`config.mk`:
```
export PLATFORM = sky130hd
export DESIGN_NAME = misc_system_csr_bank
export DESIGN_NICKNAME = d
export VERILOG_FILES = /design/src/inc/misc_csr_pkg.sv /design/src/verilog/mac_indirect_seq.sv /design/src/verilog/misc_system_csr_bank.sv
export VERILOG_INCLUDE_DIRS = /design/src /design/src/inc
export SDC_FILE = /design/constraint.sdc
export NUM_CORES = 1
export LEC_CHECK = 0
export ABC_AREA = 1
export BUFFER_PORTS_ARGS = -buffer_cell sky130_fd_sc_hd__buf_2
export CAP_MARGIN = 20
export CELL_PAD_IN_SITES_DETAIL_PLACEMENT = 1
export CELL_PAD_IN_SITES_GLOBAL_PLACEMENT = 2
export CORE_MARGIN = 2
export CORE_UTILIZATION = 38
export CTS_CLUSTER_DIAMETER = 80
export DETAILED_ROUTE_END_ITERATION = 8
export PLACE_DENSITY_LB_ADDON = 0.1
export SETUP_SLACK_MARGIN = 0.3
export SLEW_MARGIN = 25
export SYNTH_ARGS = -nofsm -noshare
export SYNTH_HDL_FRONTEND = slang
export SYNTH_HIERARCHICAL = 1
export SYNTH_SLANG_ARGS = --single-unit
```
`constraint.sdc`:
```
create_clock -name clk_sys -period 2.7 [get_ports clk_sys]
set_input_delay 0.54 -clock clk_sys [delete_from_list [all_inputs] [get_ports clk_sys]]
set_output_delay 0.54 -clock clk_sys [all_outputs]
set_load 0.05 [all_outputs]
```
`src/inc/misc_csr_defines.svh`:
```
`ifndef MISC_CSR_DEFINES_SVH
`define MISC_CSR_DEFINES_SVH

// register byte offsets
`define OFS_TIMER_NOW     8'h90
`define OFS_HALF_ORDER    8'h98
`define OFS_TICK_COUNT    8'h9c
`define OFS_LOST_FRAMES   8'ha0
`define OFS_MAC_COMMAND   8'ha4
`define OFS_MAC_VALUE     8'ha8

// field positions
`define CMD_BUSY_BIT      31
`define CMD_RNW_BIT       30
`define CMD_ADDR_MSB      7

// reset and pattern values
`define TIMER_RST         16'hffff
`define SWAP_RST          32'h00000000
`define SWAP_REVERSE      32'hffffffff
`define LOST_HALF_PREV    32'h7fffffff
`define LOST_HALF_AT      32'h80000000

// timing: 25 MHz tick derived from the 40 MHz clock by a 5/8 phase step
`define CLK_PERIOD_NS     25
`define TICK_STEP         4'h5
`define TICK_MOD          4'h8
`define FR_CLEAR_NS       160
`define FR_CLEAR_CYC      (`FR_CLEAR_NS / `CLK_PERIOD_NS)

`endif

```
`src/inc/misc_csr_pkg.sv`:
```
package misc_csr_pkg;

	typedef enum logic [2:0] {
		SEQ_IDLE = 3'b001,
		SEQ_REQ  = 3'b010,
		SEQ_DONE = 3'b100
	} seq_state_t;

	typedef logic [15:0] half_t;

endpackage : misc_csr_pkg

```
`src/verilog/mac_indirect_seq.sv`:
```
`timescale 1ns/1ps
`include "misc_csr_defines.svh"

module mac_indirect_seq (
	// clock and reset
	input  wire logic        clk_sys,
	input  wire logic        rst_b,
	// request from the register bank
	input  wire logic        start,
	input  wire logic        rnw,
	input  wire logic [7:0]  addr,
	input  wire logic [31:0] wdata,
	// status back to the register bank
	output logic             busy_reg,
	output logic             done_reg,
	output logic [31:0]      rdata_reg,
	// mac register port
	output logic             mac_req_reg,
	output logic             mac_rnw_reg,
	output logic [7:0]       mac_addr_reg,
	output logic [31:0]      mac_wdata_reg,
	input  wire logic        mac_ack,
	input  wire logic [31:0] mac_rdata
);

	misc_csr_pkg::seq_state_t state_reg;

	// request is held until the mac acknowledges it
	always_ff @(posedge clk_sys or negedge rst_b) begin
		if (!rst_b) begin
			state_reg <= misc_csr_pkg::SEQ_IDLE;
		end else begin
			case (state_reg)
				misc_csr_pkg::SEQ_IDLE: if (start) state_reg <= misc_csr_pkg::SEQ_REQ;
				misc_csr_pkg::SEQ_REQ:  if (mac_ack) state_reg <= misc_csr_pkg::SEQ_DONE;
				misc_csr_pkg::SEQ_DONE: state_reg <= misc_csr_pkg::SEQ_IDLE;
				default:                state_reg <= misc_csr_pkg::SEQ_IDLE;
			endcase
		end
	end

	always_ff @(posedge clk_sys or negedge rst_b) begin
		if (!rst_b) begin
			busy_reg <= 1'b0;
		end else if (state_reg == misc_csr_pkg::SEQ_IDLE && start) begin
			busy_reg <= 1'b1;
		end else if (state_reg == misc_csr_pkg::SEQ_DONE) begin
			busy_reg <= 1'b0;
		end
	end

	always_ff @(posedge clk_sys or negedge rst_b) begin
		if (!rst_b) begin
			mac_req_reg   <= 1'b0;
			mac_rnw_reg   <= 1'b0;
			mac_addr_reg  <= 8'h00;
			mac_wdata_reg <= 32'h00000000;
		end else if (state_reg == misc_csr_pkg::SEQ_IDLE && start) begin
			mac_req_reg   <= 1'b1;
			mac_rnw_reg   <= rnw;
			mac_addr_reg  <= addr;
			mac_wdata_reg <= wdata;
		end else if (state_reg == misc_csr_pkg::SEQ_REQ && mac_ack) begin
			mac_req_reg   <= 1'b0;
		end
	end

	// read data is captured a cycle before busy drops
	always_ff @(posedge clk_sys or negedge rst_b) begin
		if (!rst_b) begin
			done_reg  <= 1'b0;
			rdata_reg <= 32'h00000000;
		end else begin
			done_reg <= (state_reg == misc_csr_pkg::SEQ_REQ) && mac_ack;
			if (state_reg == misc_csr_pkg::SEQ_REQ && mac_ack && mac_rnw_reg) begin
				rdata_reg <= mac_rdata;
			end
		end
	end
endmodule : mac_indirect_seq

```
`src/verilog/misc_system_csr_bank.sv`:
```
`timescale 1ns/1ps
`include "misc_csr_defines.svh"

// How it works
// timer count reads in low 16 bits, upper bits zero, resets to ffff
// timer counts only while run is high, halts and presets when cleared
// swap not all ones: a[1] high reaches upper register half
// swap all ones: a[1] high reaches lower register half
// network fifo word order ignores the swap setting
// 32-bit tick counter clears at reset, steps at 25 mhz, wraps
// first halfword read snapshots the whole 32-bit tick count
// following read of the other half returns the snapshot
// tick counter may take up to 160 ns to show zero after reset
// tick counter never halts for power states
// lost frame tally counts each dropped receive frame, resets to zero
// reading the lost frame tally returns it then clears it
// event pulse when tally steps from just below half scale to half
// writing busy starts the indirect mac access; busy self-clears when done
// read data is valid in the value register when busy clears
// host leaves command and value alone while busy is set
// read_not_write selects read when one, write when zero; resets zero
// low byte of command selects the mac register; resets zero
// 32-bit value register carries write or read data; resets zero

module misc_system_csr_bank (
	// clock and reset
	input  wire logic        clk_sys,
	input  wire logic        rst_b,
	// host halfword bus (from the bus interface, same clock)
	input  wire logic [7:1]  host_addr,
	input  wire logic        host_rd,
	input  wire logic        host_wr,
	input  wire logic [15:0] host_wdata,
	output logic [15:0]      host_rdata_reg,
	// general purpose timer control
	input  wire logic        timer_run,
	input  wire logic [15:0] timer_load,
	// receive path
	input  wire logic        frame_dropped,
	output logic             lost_half_event_reg,
	// swap state for the host data path
	output logic             swap_active_reg,
	// mac register port
	output logic             mac_req_reg,
	output logic             mac_rnw_reg,
	output logic [7:0]       mac_addr_reg,
	output logic [31:0]      mac_wdata_reg,
	input  wire logic        mac_ack,
	input  wire logic [31:0] mac_rdata
);

	// picks one halfword of a 32-bit word
	function automatic misc_csr_pkg::half_t half_of(input logic [31:0] word,
		input logic upper);
		half_of = upper ? word[31:16] : word[15:0];
	endfunction : half_of

	// merges a written halfword into a 32-bit word
	function automatic logic [31:0] merge_half(input logic [31:0] word,
		input logic upper, input logic [15:0] data);
		merge_half = upper ? {data, word[15:0]} : {word[31:16], data};
	endfunction : merge_half

	logic [15:0] timer_cnt_reg;
	logic        timer_run_d_reg;
	logic [31:0] swap_reg;
	logic [3:0]  tick_phase_reg;
	logic        tick_reg;
	logic [31:0] tick_count_value_reg;
	logic [31:0] fr_snap_reg;
	logic        fr_pend_reg;
	logic [31:0] lost_cnt_reg;
	logic [31:0] lost_snap_reg;
	logic        lost_pend_reg;
	logic        cmd_rnw_reg;
	logic [7:0]  cmd_addr_reg;
	logic [31:0] value_reg;
	logic        seq_busy;
	logic        seq_done;
	logic [31:0] seq_rdata;
	logic [7:0]  reg_sel;
	logic        upper_sel;
	logic        seq_start;
	logic        cmd_busy_view;
	logic        rd_fr;
	logic        rd_lost;
	logic        wr_cmd;
	logic        wr_value;
	logic [4:0]  phase_sum;

	// halfword address decode, swapped only on the host side
	assign reg_sel   = {host_addr[7:2], 2'b00};
	assign upper_sel = host_addr[1] ^ swap_active_reg;
	assign rd_fr     = host_rd && reg_sel == `OFS_TICK_COUNT;
	assign rd_lost   = host_rd && reg_sel == `OFS_LOST_FRAMES;
	assign cmd_busy_view = seq_busy | seq_done;
	// host must not touch command or value while busy, writes are dropped
	assign wr_cmd    = host_wr && reg_sel == `OFS_MAC_COMMAND && !cmd_busy_view;
	assign wr_value  = host_wr && reg_sel == `OFS_MAC_VALUE && !cmd_busy_view;
	assign seq_start = wr_cmd && upper_sel && host_wdata[`CMD_BUSY_BIT - 16];
	assign phase_sum = {1'b0, tick_phase_reg} + {1'b0, `TICK_STEP};

	// general purpose timer
	always_ff @(posedge clk_sys or negedge rst_b) begin
		if (!rst_b) begin
			timer_cnt_reg   <= `TIMER_RST;
			timer_run_d_reg <= 1'b0;
		end else begin
			timer_run_d_reg <= timer_run;
			if (timer_run_d_reg && !timer_run) begin
				timer_cnt_reg <= `TIMER_RST;
			end else if (timer_run) begin
				if (timer_cnt_reg == 16'h0000) begin
					timer_cnt_reg <= timer_load;
				end else begin
					timer_cnt_reg <= timer_cnt_reg - 16'h0001;
				end
			end
		end
	end

	// word swap control
	always_ff @(posedge clk_sys or negedge rst_b) begin
		if (!rst_b) begin
			swap_reg <= `SWAP_RST;
		end else if (host_wr && reg_sel == `OFS_HALF_ORDER) begin
			swap_reg <= merge_half(swap_reg, upper_sel, host_wdata);
		end
	end

	// only the exact all-ones pattern reverses the halves
	always_ff @(posedge clk_sys or negedge rst_b) begin
		if (!rst_b) begin
			swap_active_reg <= 1'b0;
		end else begin
			swap_active_reg <= (swap_reg == `SWAP_REVERSE);
		end
	end

	// 25 mhz tick: five steps of eight per clock period, no power gating
	always_ff @(posedge clk_sys or negedge rst_b) begin
		if (!rst_b) begin
			tick_phase_reg <= 4'h0;
			tick_reg       <= 1'b0;
		end else if (phase_sum >= {1'b0, `TICK_MOD}) begin
			tick_phase_reg <= phase_sum[3:0] - `TICK_MOD;
			tick_reg       <= 1'b1;
		end else begin
			tick_phase_reg <= phase_sum[3:0];
			tick_reg       <= 1'b0;
		end
	end

	// free running count clears at reset within one cycle, well under
	// the allowed settling time
	always_ff @(posedge clk_sys or negedge rst_b) begin
		if (!rst_b) begin
			tick_count_value_reg <= 32'h00000000;
		end else if (tick_reg) begin
			tick_count_value_reg <= tick_count_value_reg + 32'h00000001;
		end
	end

	// snapshot on the first halfword, released by the next read of either half
	always_ff @(posedge clk_sys or negedge rst_b) begin
		if (!rst_b) begin
			fr_snap_reg <= 32'h00000000;
			fr_pend_reg <= 1'b0;
		end else if (rd_fr) begin
			if (!fr_pend_reg) begin
				fr_snap_reg <= tick_count_value_reg;
				fr_pend_reg <= 1'b1;
			end else begin
				fr_pend_reg <= 1'b0;
			end
		end
	end

	// dropped frame tally; a drop in the clearing cycle is kept
	always_ff @(posedge clk_sys or negedge rst_b) begin
		if (!rst_b) begin
			lost_cnt_reg <= 32'h00000000;
		end else if (rd_lost && !lost_pend_reg) begin
			lost_cnt_reg <= frame_dropped ? 32'h00000001 : 32'h00000000;
		end else if (frame_dropped) begin
			lost_cnt_reg <= lost_cnt_reg + 32'h00000001;
		end
	end

	// cleared value is still readable as the second halfword
	always_ff @(posedge clk_sys or negedge rst_b) begin
		if (!rst_b) begin
			lost_snap_reg <= 32'h00000000;
			lost_pend_reg <= 1'b0;
		end else if (rd_lost) begin
			if (!lost_pend_reg) begin
				lost_snap_reg <= lost_cnt_reg;
				lost_pend_reg <= 1'b1;
			end else begin
				lost_pend_reg <= 1'b0;
			end
		end
	end

	always_ff @(posedge clk_sys or negedge rst_b) begin
		if (!rst_b) begin
			lost_half_event_reg <= 1'b0;
		end else begin
			lost_half_event_reg <= frame_dropped && !(rd_lost && !lost_pend_reg)
				&& lost_cnt_reg == `LOST_HALF_PREV;
		end
	end

	// indirect command fields
	always_ff @(posedge clk_sys or negedge rst_b) begin
		if (!rst_b) begin
			cmd_rnw_reg  <= 1'b0;
			cmd_addr_reg <= 8'h00;
		end else if (wr_cmd) begin
			if (upper_sel) begin
				cmd_rnw_reg <= host_wdata[`CMD_RNW_BIT - 16];
			end else begin
				cmd_addr_reg <= host_wdata[`CMD_ADDR_MSB:0];
			end
		end
	end

	// value register takes host writes and mac read results
	always_ff @(posedge clk_sys or negedge rst_b) begin
		if (!rst_b) begin
			value_reg <= 32'h00000000;
		end else if (seq_done && mac_rnw_reg) begin
			value_reg <= seq_rdata;
		end else if (wr_value) begin
			value_reg <= merge_half(value_reg, upper_sel, host_wdata);
		end
	end

	mac_indirect_seq u_seq (
		.clk_sys       (clk_sys),
		.rst_b         (rst_b),
		.start         (seq_start),
		.rnw           (host_wdata[`CMD_RNW_BIT - 16]),
		.addr          (cmd_addr_reg),
		.wdata         (value_reg),
		.busy_reg      (seq_busy),
		.done_reg      (seq_done),
		.rdata_reg     (seq_rdata),
		.mac_req_reg   (mac_req_reg),
		.mac_rnw_reg   (mac_rnw_reg),
		.mac_addr_reg  (mac_addr_reg),
		.mac_wdata_reg (mac_wdata_reg),
		.mac_ack       (mac_ack),
		.mac_rdata     (mac_rdata)
	);

	// registered read data; unmapped offsets read zero
	always_ff @(posedge clk_sys or negedge rst_b) begin
		if (!rst_b) begin
			host_rdata_reg <= 16'h0000;
		end else if (host_rd) begin
			case (reg_sel)
				`OFS_TIMER_NOW:
					host_rdata_reg <= half_of({16'h0000, timer_cnt_reg}, upper_sel);
				`OFS_HALF_ORDER:
					host_rdata_reg <= half_of(swap_reg, upper_sel);
				`OFS_TICK_COUNT:
					host_rdata_reg <= half_of(fr_pend_reg ? fr_snap_reg : tick_count_value_reg,
						upper_sel);
				`OFS_LOST_FRAMES:
					host_rdata_reg <= half_of(lost_pend_reg ? lost_snap_reg : lost_cnt_reg,
						upper_sel);
				`OFS_MAC_COMMAND:
					host_rdata_reg <= half_of({cmd_busy_view, cmd_rnw_reg, 22'h000000,
						cmd_addr_reg}, upper_sel);
				`OFS_MAC_VALUE:
					host_rdata_reg <= half_of(value_reg, upper_sel);
				default:
					host_rdata_reg <= 16'h0000;
			endcase
		end
	end
endmodule : misc_system_csr_bank
```
; ---- Word level (Yosys, flattened, before mapping)
; Index checks and enable logic that the tools add are counted.
; Widths: inputs -> output; s select.
[totals]
regBits = 322
elab_cells = 114
out_inout_bits = 60
inputBits = 78
[classes]
n_reduce_logical = 35
magnitude_cmp = 1
n_eq_ne = 14
mux = 29
add_sub_neg = 5
n_bitwise = 3
[op_table]
columns = cell, n
row1 = $mux 32, 7
row2 = $mux 16, 9
row3 = $pmux 16 s6, 1
row4 = $add 32x1->32 const B, 2
row5 = $eq 6x6->1 const B, 6
row6 = $eq 32x31->1 const B, 1
row7 = $eq 32x32->1 const B, 1
row8 = $logic_and 1x1->1, 17
row9 = $logic_not 16->1, 1
row10 = $sub 16x1->16 const B, 1
row11 = $reduce_and 2->1, 7
row12 = $reduce_bool 2->1, 6
row13 = $mux 1, 8
row14 = $mux 3, 2
row15 = $pmux 3 s2, 1
row16 = $add 4x3->5 const B, 1
row17 = $ge 5x4->1 const B, 1
row18 = $logic_not 1->1, 4
row19 = $mux 4, 1
row20 = $ne 2x1->1 const B, 2
row21 = $sub 4x4->4 const B, 1
row22 = $eq 3x1->1 const B, 1
row23 = $eq 3x2->1 const B, 1
row24 = $eq 3x3->1 const B, 1
row25 = 4 further kinds, 4

; ---- Depth between registers and ports, before layout
[depth]
depth_word = 7
depth_mapped = 12
depth_no_buf = 10

; ---- Cells and area by module
; The synthesis kept the hierarchy.
[modules_own_cells]
columns = mod, cells_per_inst, seq_area_each_um2, area_per_inst_um2, n_inst
row1 = misc_system_csr_bank, 1999, 6100.9, 13885.8, 1
row2 = mac_indirect_seq, 341, 1978.1, 3168.0, 1

; ---- Least setup slack after synthesis
; No wires, ideal clock.
[synth_path]
path_kind = register to register
start = register swap_active_reg
end = register u_seq.mac_addr_reg[1]
setup_ns = 0.131
arrival_time_ns = 2.060
setup_slack_ns = 0.509
n_path_buf = 4
period_less_slack_ns = 2.191
required_time_ns = 2.569
path_stages_with_launch = 12
path_cell_list = dfrtp_1 nand2_1 nand2_1 buf_2 buf_2 nand3_1 nor2_1 nand3_2 buf_6 buf_6 nand2_1 o21ai_0
[synth_between]
elab_chain_len = 4
[synth_lines]
columns = element, line_no
row1 = "start, declared", misc_system_csr_bank.sv:42  ; output logic swap_active_reg,
row2 = "start signal, assigned", misc_system_csr_bank.sv:136  ; swap_active_reg <= (swap_reg == `SWAP_REVERSE);
row3 = $xor 1x1->1, misc_system_csr_bank.sv:93  ; assign upper_sel = host_addr[1] ^ swap_active_reg;
row4 = $logic_and 1x1->1 (2 in a row), misc_system_csr_bank.sv:100  ; assign seq_start = wr_cmd && upper_sel && host_wdata[`CMD_BUSY_BIT - 16];
row5 = net seq_start, misc_system_csr_bank.sv:83  ; logic seq_start;
row6 = $logic_and 1x1->1, mac_indirect_seq.sv:58  ; end else if (state_reg == misc_csr_pkg::SEQ_IDLE && start) begin
row7 = "end signal, assigned", mac_indirect_seq.sv:61  ; mac_addr_reg <= addr;
row8 = "end, declared", mac_indirect_seq.sv:20  ; output logic [7:0] mac_addr_reg,
; The timed path passes the listed nets, and every way through them passes these cells.
; A chain may end at the register's enable or synchronous reset.

; ---- Worst setup path in the final report
[layout_path]
start = register u_seq.mac_rnw_reg
end = output port mac_rnw_reg
[layout_lines]
columns = element, line_no
row1 = "start, declared", mac_indirect_seq.sv:19  ; output logic mac_rnw_reg,
row2 = "start signal, assigned", mac_indirect_seq.sv:60  ; mac_rnw_reg <= rnw;
row3 = "end, declared", misc_system_csr_bank.sv:45  ; output logic mac_rnw_reg,
; No word-level cell between the ends.

==> impl_metrics.csv <==
group,metric,value,unit
clock_tree,cts_sinks,322,
floorplanning,boundaryPins,138,
setup_path,crit_required,2.16,ns
timing,fin_setup_tns,0,ns
status,status,"finished clean",
synth,synth_top_family_by_area,"simple AND/OR/NAND/NOR gates",
synth,syn-instance-count,2340,
setup_path,endpoint_kind,"primary output",
floorplanning,die_area,0.04659,sq mm
power,total_power,12.37,mW
synth,synth_fa_ha_area_share,0.4402,%
routing,dr.first_iter.drc_count,1014,
setup_path,crit_chain,"buf_2",
setup_path,r2r_start,"swap_active_reg$_DFF_PN0_",
setup_path,cp.arrival,1.57,ns
setup_path,cpPeakStageDelay,0.65,ns
synth,muxShareOfSynthArea,0,%
power,power_density,627.8,mW/mm^2
routing,firstDrtPassIters,5,
power,ir_drop,0.3967,mV
power,p_leak,10.15,nW
timing,worstMarginPinSlew,0.7262,ns
timing,slew_viol_final,0,
power,power_frac_comb,12.1,%
final_layout,antenna_cells,0,
power,power_switching,3.490,mW
clock_tree,worstSkewPairLatency,0.57,ns
synth,ys_warn_count,6,
final_layout,finish.instance_area,0.01970,sq mm
synth,synth-seq-cells,322,
routing,wl,59240,um
setup_path,critPathTopFamily,"flip-flops",
power,pwr-share-clk,44.8,%
timing,hold_ws,0.1889,ns
global_route,grt_pass1_vias,16530,
placement,placed_cell_area,0.01833,sq mm
global_route,grt_pass1_wl,94190,um
setup_path,crit_start,"u_seq/mac_rnw_reg$_DFFE_PN0P_",
timing,fin_crit_sh,77.97,%
timing,finalSetupViolCount,0,
synth,syn-cell-area,0.01705,sq mm
clock_tree,cts-buffers-inserted,41,
timing,relSlewSlack,51.47,%
timing,hold_violations,0,
routing,vias,15800,
run,cap_violations,0,
clock_tree,htreeDepth,2,
final_layout,layout_commonest_cell,"nand2_1",
timing,min_period,2.105,ns
clock_tree,clk_pin_slew,0.06,ns
synth,yosys.area_share.simple,33.95,%
routing,wl_per_cell,19.23,um
synth,seq_area_frac_synth,47.37,%
setup_path,slowest_stage,"dfrtp_2",
global_route,track_usage,25.89,%
timing,skew,0.02050,ns
power,sw_frac_of_total,28.22,%
global_route,antenna_found_initial,4,
floorplanning,die_height,215.8,um
floorplanning,initial_utilization,38.56,%
placement,io_buffers,137,
final_layout,syn_to_final_growth,15.52,%
power,seqPwrFrac,43.0,%
synth,synth_cell_types,40,
global_route,gr-total-overflow,0,
setup_path,rrSetupSlack,0.59,ns
routing,ant_nets,0,
min_path,worstHoldStart,"timer_load[0]",
final_layout,drive_above_1_share,12.38,%
clock_tree,cts.root.buffer_cell,"clkbuf_16",
floorplanning,row_count,77,
timing,fin_ws,0.5949,ns
floorplanning,core_region_area,0.04422,sq mm
global_route,grt_max_degree,86,
synth,synthesis.nets,2424,
final_layout,final_cell_mix,"879 x nand2_1, 304 x dfrtp_1, 200 x nor2_1",
placement,gp_congestion,0.8375,
setup_path,criticalPathCategory,"reg -> out",
placement,place_worst_setup_slack,0.4023,ns
synth,synthXorXnorAreaFrac,1.541,%
timing,max_freq,475.0,MHz
clock_tree,clock_path_buffers,3,
routing,drcViolationCount,0,
timing,rsz0062_at_grt,"no",
synth,synth-compound-area-share,8.980,%
power,power.internal,8.879,mW
placement,place_hpwl,43940,um
setup_path,critPathLaunchType,"flop",
setup_path,crit_fanout,27,
min_path,hold_path_class,"in -> reg",
routing,routed_via_density,5.131,
clock_tree,cts_tree,"yes",
setup_path,critPathBufInv,1,
final_layout,fin_nets,2539,
synth,synth_area_per_cell,7.288,sq um
floorplanning,fp.dieW,215.8,um
-- repair_timing --
item | CTS | global route
setup buffers | 0 | 0
hold buffers | 1 | 0
hold endpoints to repair | 36 | 0
setup endpoints to repair | 0 | 12
gates resized for setup | 0 | 2
-- power groups by stage --
stage / clock network, mW / logic, mW / registers [mW]
floorplan: 0 / 0.876 / 5.39
global placement: 0 / 1.47 / 5.39
detailed placement: 0 / 1.51 / 5.40
CTS: 5.69 / 1.52 / 5.32
global route: 5.88 / 1.71 / 5.36
finish: 5.55 / 1.50 / 5.32
-- final cells by class --
cell class / instances / area, sq um
Fill cell: 5546 / 24520
Sequential cell: 322 / 8080
Multi-Input combinational cell: 1708 / 7677
Clock buffer: 61 / 1194
Timing Repair Buffer: 180 / 1096
Inverter: 202 / 758.2
Tap cell: 592 / 740.7
Clock inverter: 15 / 153.9
-- kinds of logic (layout without fill, tap and decap cells) --
group	after synthesis	count (layout)
fa+ha+maj	6	6
compound gates	291	291
simple gates	1381	1381
xor+xnor	30	30
flops	322	322
buf+inv	310	458
-- metal layers --
metal  vias up  GRT usage (%)  share of wire, %
li1       7665              -                 -
met1      7793          34.88                46
met2       265          43.47                48
met3        73          3.453               3.8
met4         6          7.563               2.5
met5         -              0             0.068
-- Yosys cell counts, drive strengths merged --
cell type / n / area [sq um]
nand2b: 1 / 6.260
inv: 200 / 750.7
or2: 3 / 18.77
nor3: 23 / 126.4
nor4: 3 / 18.77
a22oi: 1 / 7.510
o21a: 1 / 7.510
clkinv: 2 / 7.510
ha: 6 / 75.07
buf: 62 / 382.9
and2: 2 / 12.51
clkbuf: 46 / 173.9
a21oi: 51 / 255.2
xor2: 24 / 210.2
dfrtp: 305 / 7632
nand3: 181 / 930.9
and3: 1 / 6.260
a31oi: 16 / 100.1
o21bai: 8 / 60.06
nor2: 218 / 908.4
o21ai: 214 / 1101
nand3b: 8 / 60.06
dfstp: 17 / 446.7
xnor2: 6 / 52.55
nand4: 53 / 331.6
nand2: 888 / 3371
-- path summary, 6_finish.rpt --
check / end / cells after the start
min reg2reg: fr_snap_reg[30]$_DFFE_PN0P_ / 2
max: mac_rnw_reg / 1
min: timer_cnt_reg[0]$_DFFE_PN1P_ / 3
min in group asynchronous: tick_count_value_reg[28]$_DFFE_PN0P_ / 2
max in group asynchronous: value_reg[14]$_DFFE_PN0P_ / 4
max reg2reg: value_reg[14]$_DFFE_PN0P_ / 9
-- stage by stage --
stage | cells | util, %
after global routing | 3080 | 44.55
after detailed placement | 3003 | 41.45
after floorplan | 2340 | -
after CTS | 3080 | 44.52
final | 3080 | 44.55
after global placement | 3003 | 41.44
Power figures use the tool's default switching activity.
